[config.mk]
export PLATFORM = sky130hd
export DESIGN_NAME = rtcai_core
export DESIGN_NICKNAME = d
export VERILOG_FILES = /design/src/core/rtcai_pkg.sv /design/src/core/rtcai_core.sv
export SDC_FILE = /design/constraint.sdc
export NUM_CORES = 1
export LEC_CHECK = 0
export ABC_AREA = 1
export BUFFER_PORTS_ARGS = -buffer_cell sky130_fd_sc_hd__buf_2
export CAP_MARGIN = 30
export CORE_MARGIN = 8
export CORE_UTILIZATION = 60
export DETAILED_ROUTE_END_ITERATION = 16
export GPL_ROUTABILITY_DRIVEN = 0
export GPL_TIMING_DRIVEN = 0
export PLACE_DENSITY = 0.89
export REMOVE_ABC_BUFFERS = 1
export SYNTH_ARGS = -nofsm -noshare
export SYNTH_HDL_FRONTEND = slang
export SYNTH_SLANG_ARGS = --single-unit
[constraint.sdc]
create_clock -name i_clk_sys -period 3 [get_ports i_clk_sys]
set_input_delay 0.15 -clock i_clk_sys [delete_from_list [all_inputs] [get_ports i_clk_sys]]
set_output_delay 0.15 -clock i_clk_sys [all_outputs]
set_load 0.01 [all_outputs]
[src/core/rtcai_pkg.sv]
package rtcai_pkg;

    // ----------------------------------------------------------------
    // Register map, one byte per address
    // ----------------------------------------------------------------
    localparam logic [7:0] ADDR_ALARM_MINUTE = 8'h17;
    localparam logic [7:0] ADDR_ALARM_HOUR = 8'h18;
    localparam logic [7:0] ADDR_ALARM_WDAY_DATE = 8'h19;
    localparam logic [7:0] ADDR_EXT_CONTROL = 8'h1C;
    localparam logic [7:0] ADDR_EVENT_FLAGS = 8'h1D;
    localparam logic [7:0] ADDR_IRQ_CONTROL = 8'h1E;
    localparam logic [7:0] ADDR_IRQ_STATUS = 8'h20;
    localparam logic [7:0] ADDR_IRQ_MASK = 8'h21;

    // ----------------------------------------------------------------
    // Field positions
    // ----------------------------------------------------------------
    localparam int BIT_FIELD_MASK = 7;
    localparam int BIT_UPD_SEL = 5;
    localparam int BIT_WDAY_DATE_SEL = 3;
    localparam int BIT_UPDATE_FLAG = 5;
    localparam int BIT_ALARM_FLAG = 3;
    localparam int BIT_CLOCK_STOP = 6;
    localparam int BIT_UPD_IRQ_EN = 5;
    localparam int BIT_ALM_IRQ_EN = 3;
    localparam int STS_UPDATE = 0;
    localparam int STS_ALARM = 1;

    // ----------------------------------------------------------------
    // Widths and reset values
    // ----------------------------------------------------------------
    localparam int REG_W = 8;
    localparam int STS_W = 2;
    localparam int CNT_W = 21;
    localparam logic [7:0] RST_BYTE = 8'h00;
    localparam logic [1:0] RST_STS = 2'h0;
    localparam logic [CNT_W-1:0] CNT_ZERO = 21'h000000;
    localparam logic [CNT_W-1:0] CNT_ONE = 21'h000001;

    // ----------------------------------------------------------------
    // Timing: clock period and the two documented times
    // ----------------------------------------------------------------
    localparam int CLK_PERIOD_PS = 4000;
    localparam longint PULSE_MIN_PS = 64'd7570000000;
    localparam longint ALARM_MAX_PS = 64'd1460000000;
    // Least time rounds up, longest time rounds down.
    localparam int PULSE_MIN_CYC = int'((PULSE_MIN_PS + CLK_PERIOD_PS - 1) / CLK_PERIOD_PS);
    localparam int ALARM_MAX_CYC = int'(ALARM_MAX_PS / CLK_PERIOD_PS);

    // Current calendar time from the clock counters.
    typedef struct packed {
        logic [6:0] minute;
        logic [5:0] hour;
        logic [2:0] weekday;
        logic [5:0] date;
    } rtcai_time_t;

    // Register port request.
    typedef struct packed {
        logic [7:0] addr;
        logic [7:0] wdata;
        logic wr;
        logic rd;
    } rtcai_bus_t;

    // Whole state of the block.
    typedef struct packed {
        logic [7:0] alm_min;
        logic [7:0] alm_hour;
        logic [7:0] alm_wd;
        logic [7:0] ext;
        logic [7:0] ctl;
        logic update_flag;
        logic alarm_flag;
        logic upd_drv;
        logic alm_drv;
        logic [CNT_W-1:0] pulse_cnt;
        logic [STS_W-1:0] irq_sts;
        logic [STS_W-1:0] irq_msk;
        logic irq;
        logic pin_oe;
        logic pin_out;
        logic [7:0] rdata;
    } rtcai_state_t;

endpackage : rtcai_pkg
[src/core/rtcai_core.sv]
// Design decision made here: the strobed register port.
`timescale 1ns/10ps
// Notes on behaviour
// - Update event on second or minute boundary.
// - Update event sets update flag until cleared.
// - Update event drives pin only when enabled.
// - Update low pulse lasts fixed interval, self-releases.
// - Clearing update flag keeps pin state.
// - Dropping update enable releases pin at once.
// - Alarm sets flag, pin low within limit.
// - Alarm low level has no timeout.
// - No alarm events while clock stopped.
// - Matching alarm sets flag, drives if enabled.
// - Select bit picks weekday or date meaning.
// - Weekday mode: one bit per weekday.
// - Field mask bit high ignores that field.
// - All masks high: alarm every minute.
// - Alarm flag holds until zero written.
// - Writing one ignored; zero clears, releases pin.
module rtcai_core
    import rtcai_pkg::*;
#(
    parameter int P_PULSE_CYC = rtcai_pkg::PULSE_MIN_CYC
) (
    // Clock and reset
    input wire logic i_clk_sys,
    input wire logic i_rst_n,
    // Time base
    input wire rtcai_pkg::rtcai_time_t i_time,
    input wire logic i_sec_tick,
    input wire logic i_min_tick,
    // Register port
    input wire rtcai_pkg::rtcai_bus_t i_bus,
    output logic [7:0] o_rdata,
    // Interrupt pin, active low, open drain
    output logic o_irq_n_out,
    output logic o_irq_n_oe,
    // Level interrupt toward the system
    output logic o_irq
);
    import rtcai_pkg::*;

    // ----------------------------------------------------------------
    // How the block works
    // ----------------------------------------------------------------

    // Two sources share one open-drain line.
    // The update source follows the time base.
    // It fires on a second or a minute tick.
    // The extension byte picks which tick counts.
    // Each update event sets a sticky flag.
    // With the update enable high it also loads the pulse counter.
    // The line then stays low for a fixed time.
    // After that the line lets go by itself.
    // A new event reloads the counter at once.
    // So close events stretch the low time.

    // The alarm source compares fields once a minute.
    // Minute, hour and day are compared.
    // Each field has a mask bit at the top.
    // A high mask bit drops the field out.
    // The day byte is a bitmap or a date.
    // The select bit in the extension byte decides.
    // A match sets the alarm flag.
    // With its enable high it holds the line low.
    // Only a written zero or a dropped enable ends it.

    // The clock stop bit blocks alarm events.
    // It does not block update events.
    // The update side keeps running on purpose.

    // Flags clear only on a written zero.
    // A written one leaves the flag as it was.
    // An event in the same cycle as a clear wins.
    // Losing an event is worse than a late clear.

    // The status and mask pair is a second view.
    // It feeds the level interrupt toward the system.
    // Status bits clear by writing ones.
    // The mask does not affect the open-drain line.

    // Software should turn the alarm enable off first.
    // Changing alarm bytes with it on may fire early.
    // The logic does not guard against that case.
    // Doing so would hide a real match as well.

    // Alarm bytes may serve as plain storage.
    // The alarm enable must then stay off.
    // Otherwise stored values could drive the line.

    // Weekday codes above six pick bit seven.
    // Bit seven is the mask, so avoid such codes.
    // The time base never presents them.

    // Read data stand for one cycle only.
    // All other cycles show zero on the port.
    // That keeps a stale byte from being taken twice.

    // The pulse width is a parameter.
    // Its default meets the least documented time.
    // A short value keeps simulation quick.

    // ----------------------------------------------------------------
    // Helpers
    // ----------------------------------------------------------------

    // A field takes part unless its active-high mask bit is high.
    function automatic logic field_ok(input logic msk, input logic [6:0] a, input logic [6:0] b);
        field_ok = msk | (a == b);
    endfunction : field_ok

    // A flag clears on a write of zero to its bit; a one is ignored.
    function automatic logic clr_zero(input logic wr, input logic bitv);
        clr_zero = wr & ~bitv;
    endfunction : clr_zero

    // ----------------------------------------------------------------
    // State
    // ----------------------------------------------------------------
    rtcai_state_t st_q; // Registered state.
    rtcai_state_t st_d; // Next state.
    logic upd_ev; // Time update event this cycle.
    logic alm_ev; // Alarm event this cycle.
    logic day_ok; // Weekday or date part agrees.
    logic alm_match; // All enabled fields agree.
    logic wr_flags; // Write to the flag byte.

    // ----------------------------------------------------------------
    // Events
    // ----------------------------------------------------------------

    // The select bit picks which boundary counts; low picks seconds.
    assign upd_ev = st_q.ext[BIT_UPD_SEL] ? i_min_tick : i_sec_tick;

    // The shared byte is a weekday bitmap or a two-digit date.
    always_comb begin
        if (st_q.alm_wd[BIT_FIELD_MASK]) begin
            day_ok = 1'b1;
        end else if (st_q.ext[BIT_WDAY_DATE_SEL]) begin
            day_ok = (st_q.alm_wd[5:0] == i_time.date);
        end else begin
            day_ok = st_q.alm_wd[i_time.weekday];
        end
    end

    // With every mask high each field passes, so each minute matches.
    assign alm_match = field_ok(st_q.alm_min[BIT_FIELD_MASK], st_q.alm_min[6:0], i_time.minute)
        & field_ok(st_q.alm_hour[BIT_FIELD_MASK], {1'b0, st_q.alm_hour[5:0]}, {1'b0, i_time.hour})
        & day_ok;

    // Alarms are judged once per minute and never while stopped.
    assign alm_ev = i_min_tick & alm_match & ~st_q.ctl[BIT_CLOCK_STOP];

    assign wr_flags = i_bus.wr && (i_bus.addr == ADDR_EVENT_FLAGS);

    // ----------------------------------------------------------------
    // Next state
    // ----------------------------------------------------------------

    // Writes are applied first and events after, so a set wins over a
    // clear landing in the same cycle.
    always_comb begin
        st_d = st_q;
        st_d.rdata = RST_BYTE;
        // Register writes.
        if (i_bus.wr) begin
            if (i_bus.addr == ADDR_ALARM_MINUTE) begin
                st_d.alm_min = i_bus.wdata;
            end else if (i_bus.addr == ADDR_ALARM_HOUR) begin
                st_d.alm_hour = i_bus.wdata;
            end else if (i_bus.addr == ADDR_ALARM_WDAY_DATE) begin
                st_d.alm_wd = i_bus.wdata;
            end else if (i_bus.addr == ADDR_EXT_CONTROL) begin
                st_d.ext = i_bus.wdata;
            end else if (i_bus.addr == ADDR_IRQ_CONTROL) begin
                st_d.ctl = i_bus.wdata;
            end else if (i_bus.addr == ADDR_IRQ_STATUS) begin
                st_d.irq_sts = st_q.irq_sts & ~i_bus.wdata[STS_W-1:0];
            end else if (i_bus.addr == ADDR_IRQ_MASK) begin
                st_d.irq_msk = i_bus.wdata[STS_W-1:0];
            end
        end
        // Flags clear only on a written zero.
        if (clr_zero(wr_flags, i_bus.wdata[BIT_UPDATE_FLAG])) begin
            st_d.update_flag = 1'b0;
        end
        if (clr_zero(wr_flags, i_bus.wdata[BIT_ALARM_FLAG])) begin
            st_d.alarm_flag = 1'b0;
            st_d.alm_drv = 1'b0;
        end
        // Alarm enable low cancels a held alarm level.
        if (!st_d.ctl[BIT_ALM_IRQ_EN]) begin
            st_d.alm_drv = 1'b0;
        end
        // Update pulse timing; the flag plays no part in it.
        if (st_q.upd_drv) begin
            if (st_q.pulse_cnt == CNT_ZERO) begin
                st_d.upd_drv = 1'b0;
            end else begin
                st_d.pulse_cnt = st_q.pulse_cnt - CNT_ONE;
            end
        end
        // Update event.
        if (upd_ev) begin
            st_d.update_flag = 1'b1;
            st_d.irq_sts[STS_UPDATE] = 1'b1;
            if (st_d.ctl[BIT_UPD_IRQ_EN]) begin
                st_d.upd_drv = 1'b1;
                st_d.pulse_cnt = CNT_W'(P_PULSE_CYC - 1);
            end
        end
        // Dropping the enable releases the pulse at once.
        if (!st_d.ctl[BIT_UPD_IRQ_EN]) begin
            st_d.upd_drv = 1'b0;
        end
        // Alarm event; the level then holds with no timeout.
        if (alm_ev) begin
            st_d.alarm_flag = 1'b1;
            st_d.irq_sts[STS_ALARM] = 1'b1;
            if (st_d.ctl[BIT_ALM_IRQ_EN]) begin
                st_d.alm_drv = 1'b1;
            end
        end
        // The pin is pulled low while either source asks for it.
        st_d.pin_oe = st_d.upd_drv | st_d.alm_drv;
        st_d.irq = |(st_d.irq_sts & st_d.irq_msk);
        // Register reads; unmapped bytes and unused flag bits read zero.
        if (i_bus.rd) begin
            if (i_bus.addr == ADDR_ALARM_MINUTE) begin
                st_d.rdata = st_q.alm_min;
            end else if (i_bus.addr == ADDR_ALARM_HOUR) begin
                st_d.rdata = st_q.alm_hour;
            end else if (i_bus.addr == ADDR_ALARM_WDAY_DATE) begin
                st_d.rdata = st_q.alm_wd;
            end else if (i_bus.addr == ADDR_EXT_CONTROL) begin
                st_d.rdata = st_q.ext;
            end else if (i_bus.addr == ADDR_EVENT_FLAGS) begin
                st_d.rdata[BIT_UPDATE_FLAG] = st_q.update_flag;
                st_d.rdata[BIT_ALARM_FLAG] = st_q.alarm_flag;
            end else if (i_bus.addr == ADDR_IRQ_CONTROL) begin
                st_d.rdata = st_q.ctl;
            end else if (i_bus.addr == ADDR_IRQ_STATUS) begin
                st_d.rdata[STS_W-1:0] = st_q.irq_sts;
            end else if (i_bus.addr == ADDR_IRQ_MASK) begin
                st_d.rdata[STS_W-1:0] = st_q.irq_msk;
            end
        end
    end

    // ----------------------------------------------------------------
    // State register
    // ----------------------------------------------------------------

    // Everything resets to zero: enables off, pin released.
    always_ff @(posedge i_clk_sys or negedge i_rst_n) begin
        if (!i_rst_n) begin
            st_q <= '0;
        end else begin
            st_q <= st_d;
        end
    end

    // The pin only ever drives low, so its data stays at the reset zero.
    // The pin data bit is never written after reset.
    // It is kept in the state so the port comes from a flop.
    assign o_irq_n_out = st_q.pin_out;
    assign o_irq_n_oe = st_q.pin_oe;
    assign o_irq = st_q.irq;
    assign o_rdata = st_q.rdata;
endmodule : rtcai_core

Word-level counts from Yosys, hierarchy flattened
Cells that the tools add are included.

word-level totals
  output and inout port bits = 11
  memory bits (read-only) = 0
  memories kept = 0
  input port bits = 44
  bits in writable memories = 0
  bits in registers = 79
  latch bits = 0
  word-level logic and storage cells = 110

operators by class
  $add $sub $neg = 1
  shifts and indexed selects = 0
  $mul = 0
  bitwise operators = 19
  div/mod/pow operators = 0
  order comparisons = 1
  reduce and logical (&&, ||, !) cells = 10
  muxes and demuxes = 52
  equal/unequal tests = 11

operators by type and width
  kind                     number
  $mux W21                 4
  $eq A8 B5 Y1 const B     6
  $mux W6                  7
  $mux W8                  5
  $mux W4                  6
  $logic_not A21 Y1        1
  $mux W1                  21
  $sub A21 B1 Y21 const B  1
  $eq A8 B6 Y1 const B     2
  $mux W2                  7
  $eq A6 B6 Y1             2
  $eq A7 B7 Y1             1
  $not A1 Y1               7
  $and A1 B1 Y1            6
  $reduce_and A6 Y1        1
  $reduce_and A5 Y1        1
  $and A2 B2 Y2            2
  $lt A3 B4 Y1 const B     1
  $reduce_and A4 Y1        1
  $reduce_bool A2 Y1       2
  $bmux W1 S3              1
  $mux W3                  1
  $or A1 B1 Y1             3
  $reduce_and A3 Y1        1
  4 further kinds          4

Longest topological paths before layout
Gate-level depths: netlist of the first run.

  word-level depth = 12
  mapped depth = 12
  depth with buffers taken out = 12

Worst setup path after synthesis of the first run
OpenSTA, ideal clock, no wires.

  path type = reg2reg
  from = register st_q[15] (netlist name)
  to = register st_q[35] (netlist name)
  library setup time = 0.127 ns
  buffers on the path = 0
  required time = 2.873 ns
  arrival time = 1.484 ns
  cell stages (with the launch flop) = 9
  path slack = 1.389 ns
  clock period less this slack = 1.611 ns
  cells stage by stage = dfrtp_1 -> inv_1 -> ha_1 -> nand2_1 -> nor2_1 -> nand3_1 -> xor2_1 -> a21oi_2 -> o21ai_2

RTL lines
  element                 line               RTL
  start, declared         rtcai_core.sv:120  rtcai_state_t st_q;
  start signal, assigned  rtcai_core.sv:259  st_q <= st_d;

==> impl_metrics.yaml, run 1 <==
status:
  status: "finished clean"
worst_setup_path:
  crit_chain: "inv_1 -> ha_1 -> nand2_1 -> nor2_1 -> nand4_1 -> nand2_2 -> inv_2 -> a21oi_2 -> o21ai_2"
  reg2regPathDepth: 9
  regToRegStartpoint: "st_q[15]$_DFF_PN0_"
  crit_required_ps: 3230
  cp-end-kind: "flip-flop"
  crit_family: "simple AND/OR/NAND/NOR gates"
  arrival_ps: 2680
  critPathSlowestCell: "nand4_1"
  worstPathBufferInverterCount: 2
  path_class: "reg2reg"
  r2r_slack_ps: 550
  cpPeakStageDelay_ps: 580
  rr_endpoint: "st_q[35]$_DFF_PN0_"
  cp-start-kind: "flip-flop"
  crit_fanout: 15
  crit_cells: 9
power:
  ir_drop_mv: 0.261
  seqPwrFrac_pct: 51.0
  combPwrFrac_pct: 14.0
  p_switching_mw: 0.682
  cellLeakagePower_nw: 2.50
  p_per_area_mw_per_mm2: 458
  power_mw: 2.30
  swShare_pct: 29.6
  power_frac_clock_pct: 35.0
  internal_power_mw: 1.62
synthesis:
  synth_fa_ha_area_share_pct: 0.548
  yosysWarnings: 0
  synth_top_family_by_area: "simple AND/OR/NAND/NOR gates"
  synth-seq-cells: 79
  syn-cell-area_mm2: 0.00457
  synth_compound_area_share_pct: 12.1
  synth.mux.area_fraction_pct: 0
  synth_area_per_cell_um2: 7.26
  synth.distinct_cells: 40
  syn_inst: 629
  synth_simple_gate_area_share_pct: 31.6
  ys_seq_area_share_pct: 43.3
  synthXorXnorAreaFrac_pct: 2.30
clock_network:
  cts_tree: "done"
  h-tree-depth: 3
  path_clk_slew_ps: 80
  root_buffer: "clkbuf_8"
  cts.sinks: 79
  clk_latency_ps: 360
  clk_path_buf_depth: 2
  cts_setup_buffers: 0
  cts_buffers: 9
hold_path:
  min_from: "i_bus[2]"
  min_delay_path_depth: 4
  hold_class: "in2reg"
  whs_endpoint: "st_q[13]$_DFF_PN0_"
final_layout:
  multi_input_area_mm2: 0.00213
  regArea_mm2: 0.00198
  fill_cells: 638
  insertedDiodeCount: 0
  area_growth_pct: 10.2
  nets: 716
  drive_gt1_share_pct: 13.6
timing:
  finalCritPeriodShare_pct: 81.6
  tns_ps: 0
  relSlewSlack_pct: 51.9
  hold_violations: 0
  clock_skew_ps: 11.4
  min_period_ps: 2450
  slew_viol_final: 0
  fmax_mhz: 408
  setup_violations: 0
  worst_pin_slew_ps: 719
  rsz0062_at_grt: "no"
flow_run:
  timing.max_cap.violations: 0
global_route:
  first_global_vias: 4228
  antenna_found_initial: 0
  grt_pass1_wl_um: 19700
  grt-ovfl-total: 0
  grt_max_degree: 45
  grt_use_total_pct: 23.7
floorplan:
  rows: 32
  ioPinCount: 55
  die_h_um: 103
  core_mm2: 0.00757
  die_width_um: 103
  dieArea_mm2: 0.0107
  initial_core_util_pct: 60.4
route:
  firstDrtPassIters: 6
  vias: 4373
  finalWirelength_um: 11700
  ant_nets: 0
  routedWlPerCell_um: 15.1
  drt_iter0_markers: 313
  drc: 0
  viasPerCell: 5.63
place:
  portBuffers: 53
  hpwl_um: 8680
-- flip-flops by register name, indices dropped and copies added, names as in the netlist --
name        cells
st_q           69
o_rdata         8
o_irq           1
o_irq_n_oe      1
-- stage by stage --
stage | area [um^2] | cells | utilization (%) | hold slack [ps] | setup slack (ps)
after floorplan | 4400 | 603 | - | -146 | 1130
after global placement | 4790 | 758 | 63.4 | 462 | 695
after detailed placement | 4820 | 760 | 63.8 | 135 | 638
after CTS | 5030 | 777 | 66.5 | 114 | 593
after global routing | 5030 | 777 | 66.5 | 142 | 388
final | 5030 | 777 | 66.5 | 119 | 552
-- how the worst max path moves through the flow --
stage | from | end
6_report | st_q[15]$_DFF_PN0_ | st_q[35]$_DFF_PN0_
5_1_grt | st_q[15]$_DFF_PN0_ | st_q[35]$_DFF_PN0_
4_1_cts | st_q[15]$_DFF_PN0_ | st_q[35]$_DFF_PN0_
3_5_place_dp | st_q[15]$_DFF_PN0_ | st_q[35]$_DFF_PN0_
3_3_place_gp | st_q[15]$_DFF_PN0_ | st_q[35]$_DFF_PN0_
2_1_floorplan | st_q[15]$_DFF_PN0_ | st_q[35]$_DFF_PN0_
-- layout by cell type, fill, tap and decap left out, types with 3 or more instances in the layout --
master,count
nand2_2,4
inv_1,75
a31oi_1,3
o211ai_1,9
clkinvlp_4,3
nand4_1,4
dfrtp_1,79
xnor2_1,6
nand2_1,180
nand3b_1,6
o221ai_1,4
nor3_1,11
buf_2,52
nor2_1,73
or2_2,4
a21oi_1,9
inv_2,4
xor2_1,6
clkbuf_8,9
nand3_1,42
o22ai_1,3
o21ai_0,59
-- cell type report --
| class | count | share of cell area, % |
|---|---|---|
| clock buffers | 10 | 2.54 |
| clock inverters | 6 | 1.39 |
| inverters | 79 | 5.89 |
| multi-input cells | 445 | 42.3 |
| flip-flops and latches | 79 | 39.3 |
| well taps | 102 | 2.54 |
| repair buffers | 56 | 6.07 |
-- power groups by stage --
stage	registers, mW	clock network (mW)	logic (mW)
after global routing	1.18	0.849	0.369
after CTS	1.17	0.804	0.321
after floorplan	1.18	0	0.197
after detailed placement	1.19	0	0.316
after global placement	1.19	0	0.296
final	1.17	0.806	0.323
-- metal layers --
layer | routed length (um) | up-vias | global-route usage, % | share of wire (%)
met4 | 274 | 0 | 8.90 | 2.3
met1 | 4590 | 2042 | 29.2 | 39
met3 | 1020 | 31 | 5.09 | 8.7
met2 | 5840 | 215 | 40.0 | 50
met5 | 0 | - | 0 | 0
li1 | - | 2085 | - | -
-- cells in the mapped netlist (all sizes together) --
| cell | n | area share [%] |
|---|---|---|
| a21oi | 10 | 1.2 |
| a2bb2oi | 1 | 0.19 |
| a31oi | 3 | 0.41 |
| and3 | 2 | 0.27 |
| buf | 18 | 3.0 |
| clkbuf | 8 | 0.66 |
| conb | 1 | 0.082 |
| dfrtp | 79 | 43 |
| ha | 2 | 0.55 |
| inv | 79 | 6.5 |
| nand2 | 184 | 15 |
| nand3 | 43 | 5.0 |
| nand3b | 6 | 0.99 |
| nand4 | 4 | 0.55 |
| nor2 | 75 | 6.3 |
| nor3 | 15 | 2.4 |
| nor4 | 2 | 0.27 |
| o2111ai | 1 | 0.19 |
| o211ai | 9 | 1.5 |
| o21a | 1 | 0.16 |
| o21ai | 62 | 7.1 |
| o21bai | 1 | 0.16 |
| o221ai | 4 | 0.77 |
| o22ai | 3 | 0.41 |
| or2 | 4 | 0.55 |
| xnor2 | 6 | 1.2 |
| xor2 | 6 | 1.2 |
-- worst reg2reg max path: cells and delay by family, from the launching register on --
family	cells	cell delay [ps]
adders and majority gates	1	190
buffers and inverters	2	340
and+or+nand+nor	4	1160
DFF	1	410
AOI/OAI and AO/OA	2	220
-- kinds of logic (layout without fill, tap and decap cells) --
group,after synthesis,count (layout)
flops,79,79
compound gates,95,95
xor+xnor,12,12
fa+ha+maj,2,2
buf+inv,105,151
other cells,1,1
simple gates,335,335
-- what timing repair did --
| action | in CTS | in global routing |
|---|---|---|
| hold endpoints to repair | 35 | 0 |
| hold buffers | 1 | 0 |
| resized for setup | 0 | 0 |
(Power assumes the default switching activity.)
==> inputs of run 2 (changes only) <==
ABC_AREA = 0   (was 1)
CORE_UTILIZATION = 58   (was 60)
PLACE_DENSITY = 0.87   (was 0.89)
clock period = 2.3 ns   (was 3 ns; I/O delays follow)
==> run 2 against run 1 <==
Effect of this change:
- flip-flop and latch count unchanged
- fmax increased by 8.5%
- first-iteration DRC count decreased by 40%
- final cell count decreased by 31%
- via count decreased by 25%
- non-clock buffer count increased by 3
- register-to-register slack got worse by 510 ps
- clock power increased by 35%
- synthesized cell count decreased by 39%
- clock skew increased by 2.4 ps
- sequential share of layout area increased by 2.4 points
- largest cell class unchanged
- global-route usage decreased by 2.9 points
==> impl_metrics.yaml, run 2 <==
route:
  firstDrtPassIters: 5
  vias: 3276
  drc: 0
  viasPerCell: 6.15
  ant_nets: 0
  drt_iter0_markers: 188
  finalWirelength_um: 10000
  routedWlPerCell_um: 18.8
clock_network:
  cts_buffers: 9
  path_clk_slew_ps: 100
  clk_path_buf_depth: 2
  h-tree-depth: 3
  cts.sinks: 79
  root_buffer: "clkbuf_8"
  cts_tree: "done"
  clk_latency_ps: 360
place:
  portBuffers: 53
  dpl_cell_area_mm2: 0.00444
  hpwl_um: 7120
final_layout:
  top_register: "st_q"
  multi_input_area_mm2: 0.00204
  most-common-layout-cells: "dfrtp_1 (78), buf_2 (52), mux2_2 (40), nand2_1 (20), a21oi_1 (17)"
  fill_cells: 528
  nets: 475
  drive_gt1_share_pct: 31.1
  finish.instance_area_mm2: 0.00474
  area_growth_pct: 14.0
  mostFrequentLayoutCell: "dfrtp_1"
  insertedDiodeCount: 0
  largest_register_ffs: 69
  regArea_mm2: 0.00198
synthesis:
  yosysTopAreaCell: "dfrtp_1"
  netlist_top_cells_count: "dfrtp_1 (79), mux2_2 (40), nand2_1 (20), a21oi_1 (17), nor2_1 (16)"
  synth_edf_count: 0
  async_flop_share_pct: 100
  synth.distinct_cells: 63
  syn-cell-area_mm2: 0.00416
  yosysWarnings: 0
  yosys-top-cells-area: "dfrtp_1 (48%), mux2_2 (11%), xnor2_1 (2.9%), xor2_1 (2.5%), a21oi_1 (2.0%)"
  synth.most_common_cell: "dfrtp_1"
  synth-seq-cells: 79
  ys.flop_type: "dfrtp_1"
  ys_seq_area_share_pct: 47.5
  yosysTopAreaCellShare_pct: 47.5
  synth_area_per_cell_um2: 10.9
  syn_inst: 382
hold_path:
  whs_endpoint: "st_q[63]$_DFFE_PN0P_"
  hold_class: "in2reg"
  min_delay_path_depth: 2
  min_from: "i_bus[9]"
timing:
  setup_violations: 0
  clock_skew_ps: 13.8
  min_period_ps: 2260
  worst_pin_slew_ps: 1010
  relSlewSlack_pct: 32.8
  rsz0062_at_grt: "yes"
  finalCritPeriodShare_pct: 98.1
  hold_violations: 0
  fmax_mhz: 443
  slew_viol_final: 0
power:
  combPwrFrac_pct: 14.2
  power_mw: 3.21
  p_per_area_mw_per_mm2: 678
  swShare_pct: 29.6
  p_switching_mw: 0.952
  ir_drop_mv: 0.419
  internal_power_mw: 2.26
  seqPwrFrac_pct: 51.9
  cellLeakagePower_nw: 2.10
  power_frac_clock_pct: 33.9
worst_setup_path:
  r2r_slack_ps: 40
  rr_endpoint: "st_q[17]$_DFF_PN0_"
  cp-start-kind: "flip-flop"
  crit_required_ps: 2510
  path_class: "reg2reg"
  crit_fanout: 5
  reg2regPathDepth: 6
  arrival_ps: 2460
  cp-end-kind: "flip-flop"
  regToRegStartpoint: "st_q[28]$_DFF_PN0_"
floorplan:
  ioPinCount: 55
  die_width_um: 101
  rows: 31
  core_mm2: 0.00710
  dieArea_mm2: 0.0101
  die_h_um: 101
  initial_core_util_pct: 58.6
global_route:
  grt-ovfl-total: 0
  grt_use_total_pct: 20.8
  antenna_found_initial: 0
  first_global_vias: 3329
  grt_pass1_wl_um: 16400
  grt_max_degree: 69
flow_run:
  timing.max_cap.violations: 0
status:
  status: "finished clean"
[run 2: what timing repair did]
item | 4_1_cts | 5_1_grt
pin swaps | 2 | 3
setup buffers | 1 | 3
endpoints found under the hold margin | 79 | 0
resized for setup | 2 | 5
hold buffers | 1 | 0
endpoints found under the setup margin | 14 | 23
[run 2: stage by stage]
step	instances	setup TNS (ps)	hold slack, ps	worst slack, ps	utilization [%]
detailed placement	512	-4070	-24.9	-235	62.6
floorplan	359	0	-181	87.4	-
finish	533	0	54.5	43.9	66.8
CTS	530	0	28.5	14.2	66.0
global route	533	-130	36.5	-54.1	66.8
global placement	511	-2780	415	-207	62.2
[run 2: critical path: stages, from the launching register on]
cell,delay (ps)
dfrtp_1,410
or4_4,560
or4_4,570
o211ai_1,210
buf_4,170
xor2_1,140
nor2_1,50
[run 2: cell type report]
class	count	share of cell area, %
clock buffer	9	2.61
clock inverter	7	1.77
inverter	11	0.871
multi-input combinational	269	43.1
sequential	79	41.7
tap	99	2.61
timing repair buffer	59	7.34
[run 2: kinds of logic after synthesis]
group	after synthesis	synth area share, %
flip-flops	79	47.5
AND/OR/NAND/NOR	116	16.5
other	1	0.0901
adder cells (fa/ha/maj)	2	0.601
buffers and inverters	34	4.24
XOR/XNOR	26	5.47
AO/OA/AOI/OAI	75	12.3
multiplexers	49	13.3
[run 2: power by group through the flow]
| stage | Clock [mW] | Sequential [mW] | Combinational (mW) |
|---|---|---|---|
| 2_1_floorplan | 0 | 1.65 | 0.271 |
| 3_3_place_gp | 0 | 1.67 | 0.405 |
| 3_5_place_dp | 0 | 1.68 | 0.429 |
| 4_1_cts | 1.11 | 1.66 | 0.437 |
| 5_1_grt | 1.17 | 1.69 | 0.509 |
| 6_report | 1.09 | 1.67 | 0.457 |
[run 2: worst max path at each step]
stage	slack [ps]	end	start
2_1_floorplan	90	o_irq_n_oe$_DFF_PN0_	st_q[27]$_DFF_PN0_
3_3_place_gp	-210	st_q[49]$_DFFE_PN0P_	i_bus[15]
3_5_place_dp	-240	st_q[55]$_DFFE_PN0P_	i_bus[15]
4_1_cts	10	st_q[33]$_DFF_PN0_	st_q[20]$_DFF_PN0_
5_1_grt	-50	st_q[31]$_DFF_PN0_	st_q[17]$_DFF_PN0_
6_report	40	st_q[17]$_DFF_PN0_	st_q[28]$_DFF_PN0_
[run 2: routing by layer]
metal | vias up | GRT usage [%] | part of all wire [%]
met5 | - | 0 | 0
met4 | 0 | 12.8 | 3.7
met3 | 30 | 3.25 | 4.9
met2 | 117 | 34.9 | 51
met1 | 1615 | 24.5 | 41
li1 | 1514 | - | -
==> inputs of run 3 (changes only) <==
--- a/config.mk
+++ b/config.mk
@@ -10,9 +10,9 @@
 export CAP_MARGIN = 30
 export CORE_MARGIN = 8
-export CORE_UTILIZATION = 58
+export CORE_UTILIZATION = 35
 export DETAILED_ROUTE_END_ITERATION = 16
 export GPL_ROUTABILITY_DRIVEN = 0
 export GPL_TIMING_DRIVEN = 0
-export PLACE_DENSITY = 0.87
+export PLACE_DENSITY = 0.6
 export REMOVE_ABC_BUFFERS = 1
 export SYNTH_ARGS = -nofsm -noshare
==> constraint.sdc (replaced) <==
create_clock -name i_clk_sys -period 2.3 [get_ports i_clk_sys]
set_input_delay 0.46 -clock i_clk_sys [delete_from_list [all_inputs] [get_ports i_clk_sys]]
set_output_delay 0.46 -clock i_clk_sys [all_outputs]
set_load 0.01 [all_outputs]
==> run 3 against run 2 <==
Effect of this change:
- clock power increased by 39%
- sequential share of layout area shrank 1.9 points
- worst setup slack improved by 40 ps
- clock skew shrank 7.4 ps
- via count decreased by 2.7%
- highest routed layer unchanged
==> impl_metrics.yaml, run 3 (synthesis gave the netlist of run 2 again) <==
status:
  status: "finished clean"
worst_setup_path:
  crit_chain: "buf_2 -> nor4b_2 -> nand3_1 -> nor3_4 -> nand3b_2 -> mux2_2"
  regToRegStartpoint: "st_q[24]$_DFF_PN0_"
  cp-start-kind: "input pin"
  r2r_slack_ps: 100
  reg2regPathDepth: 6
  path_class: "in2reg"
  critPathSlowestCell: "nor4b_2"
  crit_fanout: 8
  crit_required_ps: 2510
  cpPeakStageDelay_ps: 470
  arrival_ps: 2430
  rr_endpoint: "st_q[17]$_DFF_PN0_"
  cp-end-kind: "flip-flop"
floorplan:
  ioPinCount: 55
  initial_core_util_pct: 35.2
  dieArea_mm2: 0.0156
  core_mm2: 0.0118
  rows: 40
  die_h_um: 125
  die_width_um: 125
power:
  combPwrFrac_pct: 12.4
  internal_power_mw: 2.69
  cellLeakagePower_nw: 2.17
  ir_drop_mv: 0.277
  p_switching_mw: 0.936
  swShare_pct: 25.8
  power_mw: 3.62
  power_frac_clock_pct: 41.7
  p_per_area_mw_per_mm2: 730
  seqPwrFrac_pct: 45.9
global_route:
  grt_use_total_pct: 13.6
  grt-ovfl-total: 0
  first_global_vias: 3458
  antenna_found_initial: 0
  grt_pass1_wl_um: 17500
  grt_max_degree: 68
clock_network:
  cts_buffers: 9
  cts_tree: "done"
  cts.sinks: 79
  clk_latency_ps: 330
  clk_path_buf_depth: 2
  path_clk_slew_ps: 60
  root_buffer: "clkbuf_16"
  h-tree-depth: 3
place:
  hpwl_um: 7540
  portBuffers: 53
timing:
  min_period_ps: 2220
  hold_violations: 0
  rsz0062_at_grt: "no"
  fin_hold_ws_ps: 437
  worst_pin_slew_ps: 814
  fmax_mhz: 451
  finalCritPeriodShare_pct: 96.3
  relSlewSlack_pct: 45.3
  setup_violations: 0
  clock_skew_ps: 6.41
  slew_viol_final: 0
route:
  firstDrtPassIters: 4
  drt_iter0_markers: 161
  ant_nets: 0
  routedWlPerCell_um: 17.8
  vias: 3189
  viasPerCell: 5.45
  drc: 0
  finalWirelength_um: 10400
hold_path:
  whs_endpoint: "st_q[79]$_DFFE_PN0P_"
  min_delay_path_depth: 2
  hold_class: "in2reg"
  min_from: "i_bus[9]"
final_layout:
  insertedDiodeCount: 0
  drive_gt1_share_pct: 32.0
  top_register: "st_q"
  nets: 479
  area_growth_pct: 19.4
  largest_register_ffs: 69
  fill_cells: 1160
  most-common-layout-cells: "dfrtp_1 (78), buf_2 (52), mux2_2 (40), nand2_1 (20)"
  mostFrequentLayoutCell: "dfrtp_1"
flow_run:
  timing.max_cap.violations: 0
run 3: cell types whose count changed in the layout (fill, tap and decap cells not counted), sizes merged:
cell / delta
clkbuf: +2
bufinv: +1
inv: -4
buf: +4
clkinv: +1
run 3: power by group through the flow:
stage                     sequential, mW  clock, mW  combinational (mW)
after global placement              1.68          0               0.412
after global routing                1.68       1.61               0.506
final                               1.66       1.51               0.449
after floorplan                     1.65          0               0.271
after CTS                           1.66       1.54               0.442
after detailed placement            1.68          0               0.430
run 3: stage by stage:
stage	setup WS (ps)	utilization, %	instance area [um^2]	std cells	setup TNS, ps
after floorplan	-58.4	-	4030	359	-467
after global placement	-623	37.9	4470	559	-20970
after detailed placement	-615	38.2	4510	561	-17830
after CTS	4.58	41.7	4920	583	0
after global routing	13.8	42.0	4970	585	0
final	84.0	42.0	4970	585	0
run 3: timing repair:
action / CTS / global route
pin swaps: 3 / 2
resized for setup: 6 / 7
setup endpoints to repair: 41 / 28
hold buffers: 1 / 0
setup buffers: 5 / 2
endpoints found under the hold margin: 12 / 0
run 3: worst max-delay path by stage:
stage | cells after the start | from | slack [ps] | endpoint
after floorplan | 4 | i_bus[15] | -60 | st_q[64]$_DFFE_PN0P_
after global placement | 6 | i_bus[15] | -620 | st_q[49]$_DFFE_PN0P_
after detailed placement | 6 | i_bus[15] | -610 | st_q[53]$_DFFE_PN0P_
after CTS | 6 | i_bus[15] | 5 | st_q[50]$_DFFE_PN0P_
after global routing | 6 | st_q[24]$_DFF_PN0_ | 10 | o_irq_n_oe$_DFF_PN0_
final | 6 | i_bus[15] | 80 | st_q[50]$_DFFE_PN0P_
run 3: area by class of cell:
cell class | instances | area [um^2] | share of cell area (%)
Clock buffer | 11 | 233 | 4.69
Tap cell | 147 | 184 | 3.70
Sequential cell | 79 | 1980 | 39.8
Multi-Input combinational cell | 269 | 2070 | 41.6
Clock inverter | 5 | 81.3 | 1.64
Timing Repair Buffer | 63 | 382 | 7.68
Inverter | 11 | 41.3 | 0.831
run 3: worst max-delay path: cells and delay by family:
kind / cells / cell delay, ps
AND/OR/NAND/NOR: 4 / 1480
multiplexers: 1 / 370
buffers and inverters: 1 / 110
run 3: per-layer routing:
metal	global-route usage (%)	wire (um)	part of all wire [%]
met4	4.44	121	1.2
met1	17.1	4810	46
met5	0	0	0
met2	22.8	5000	48
met3	2.68	465	4.5
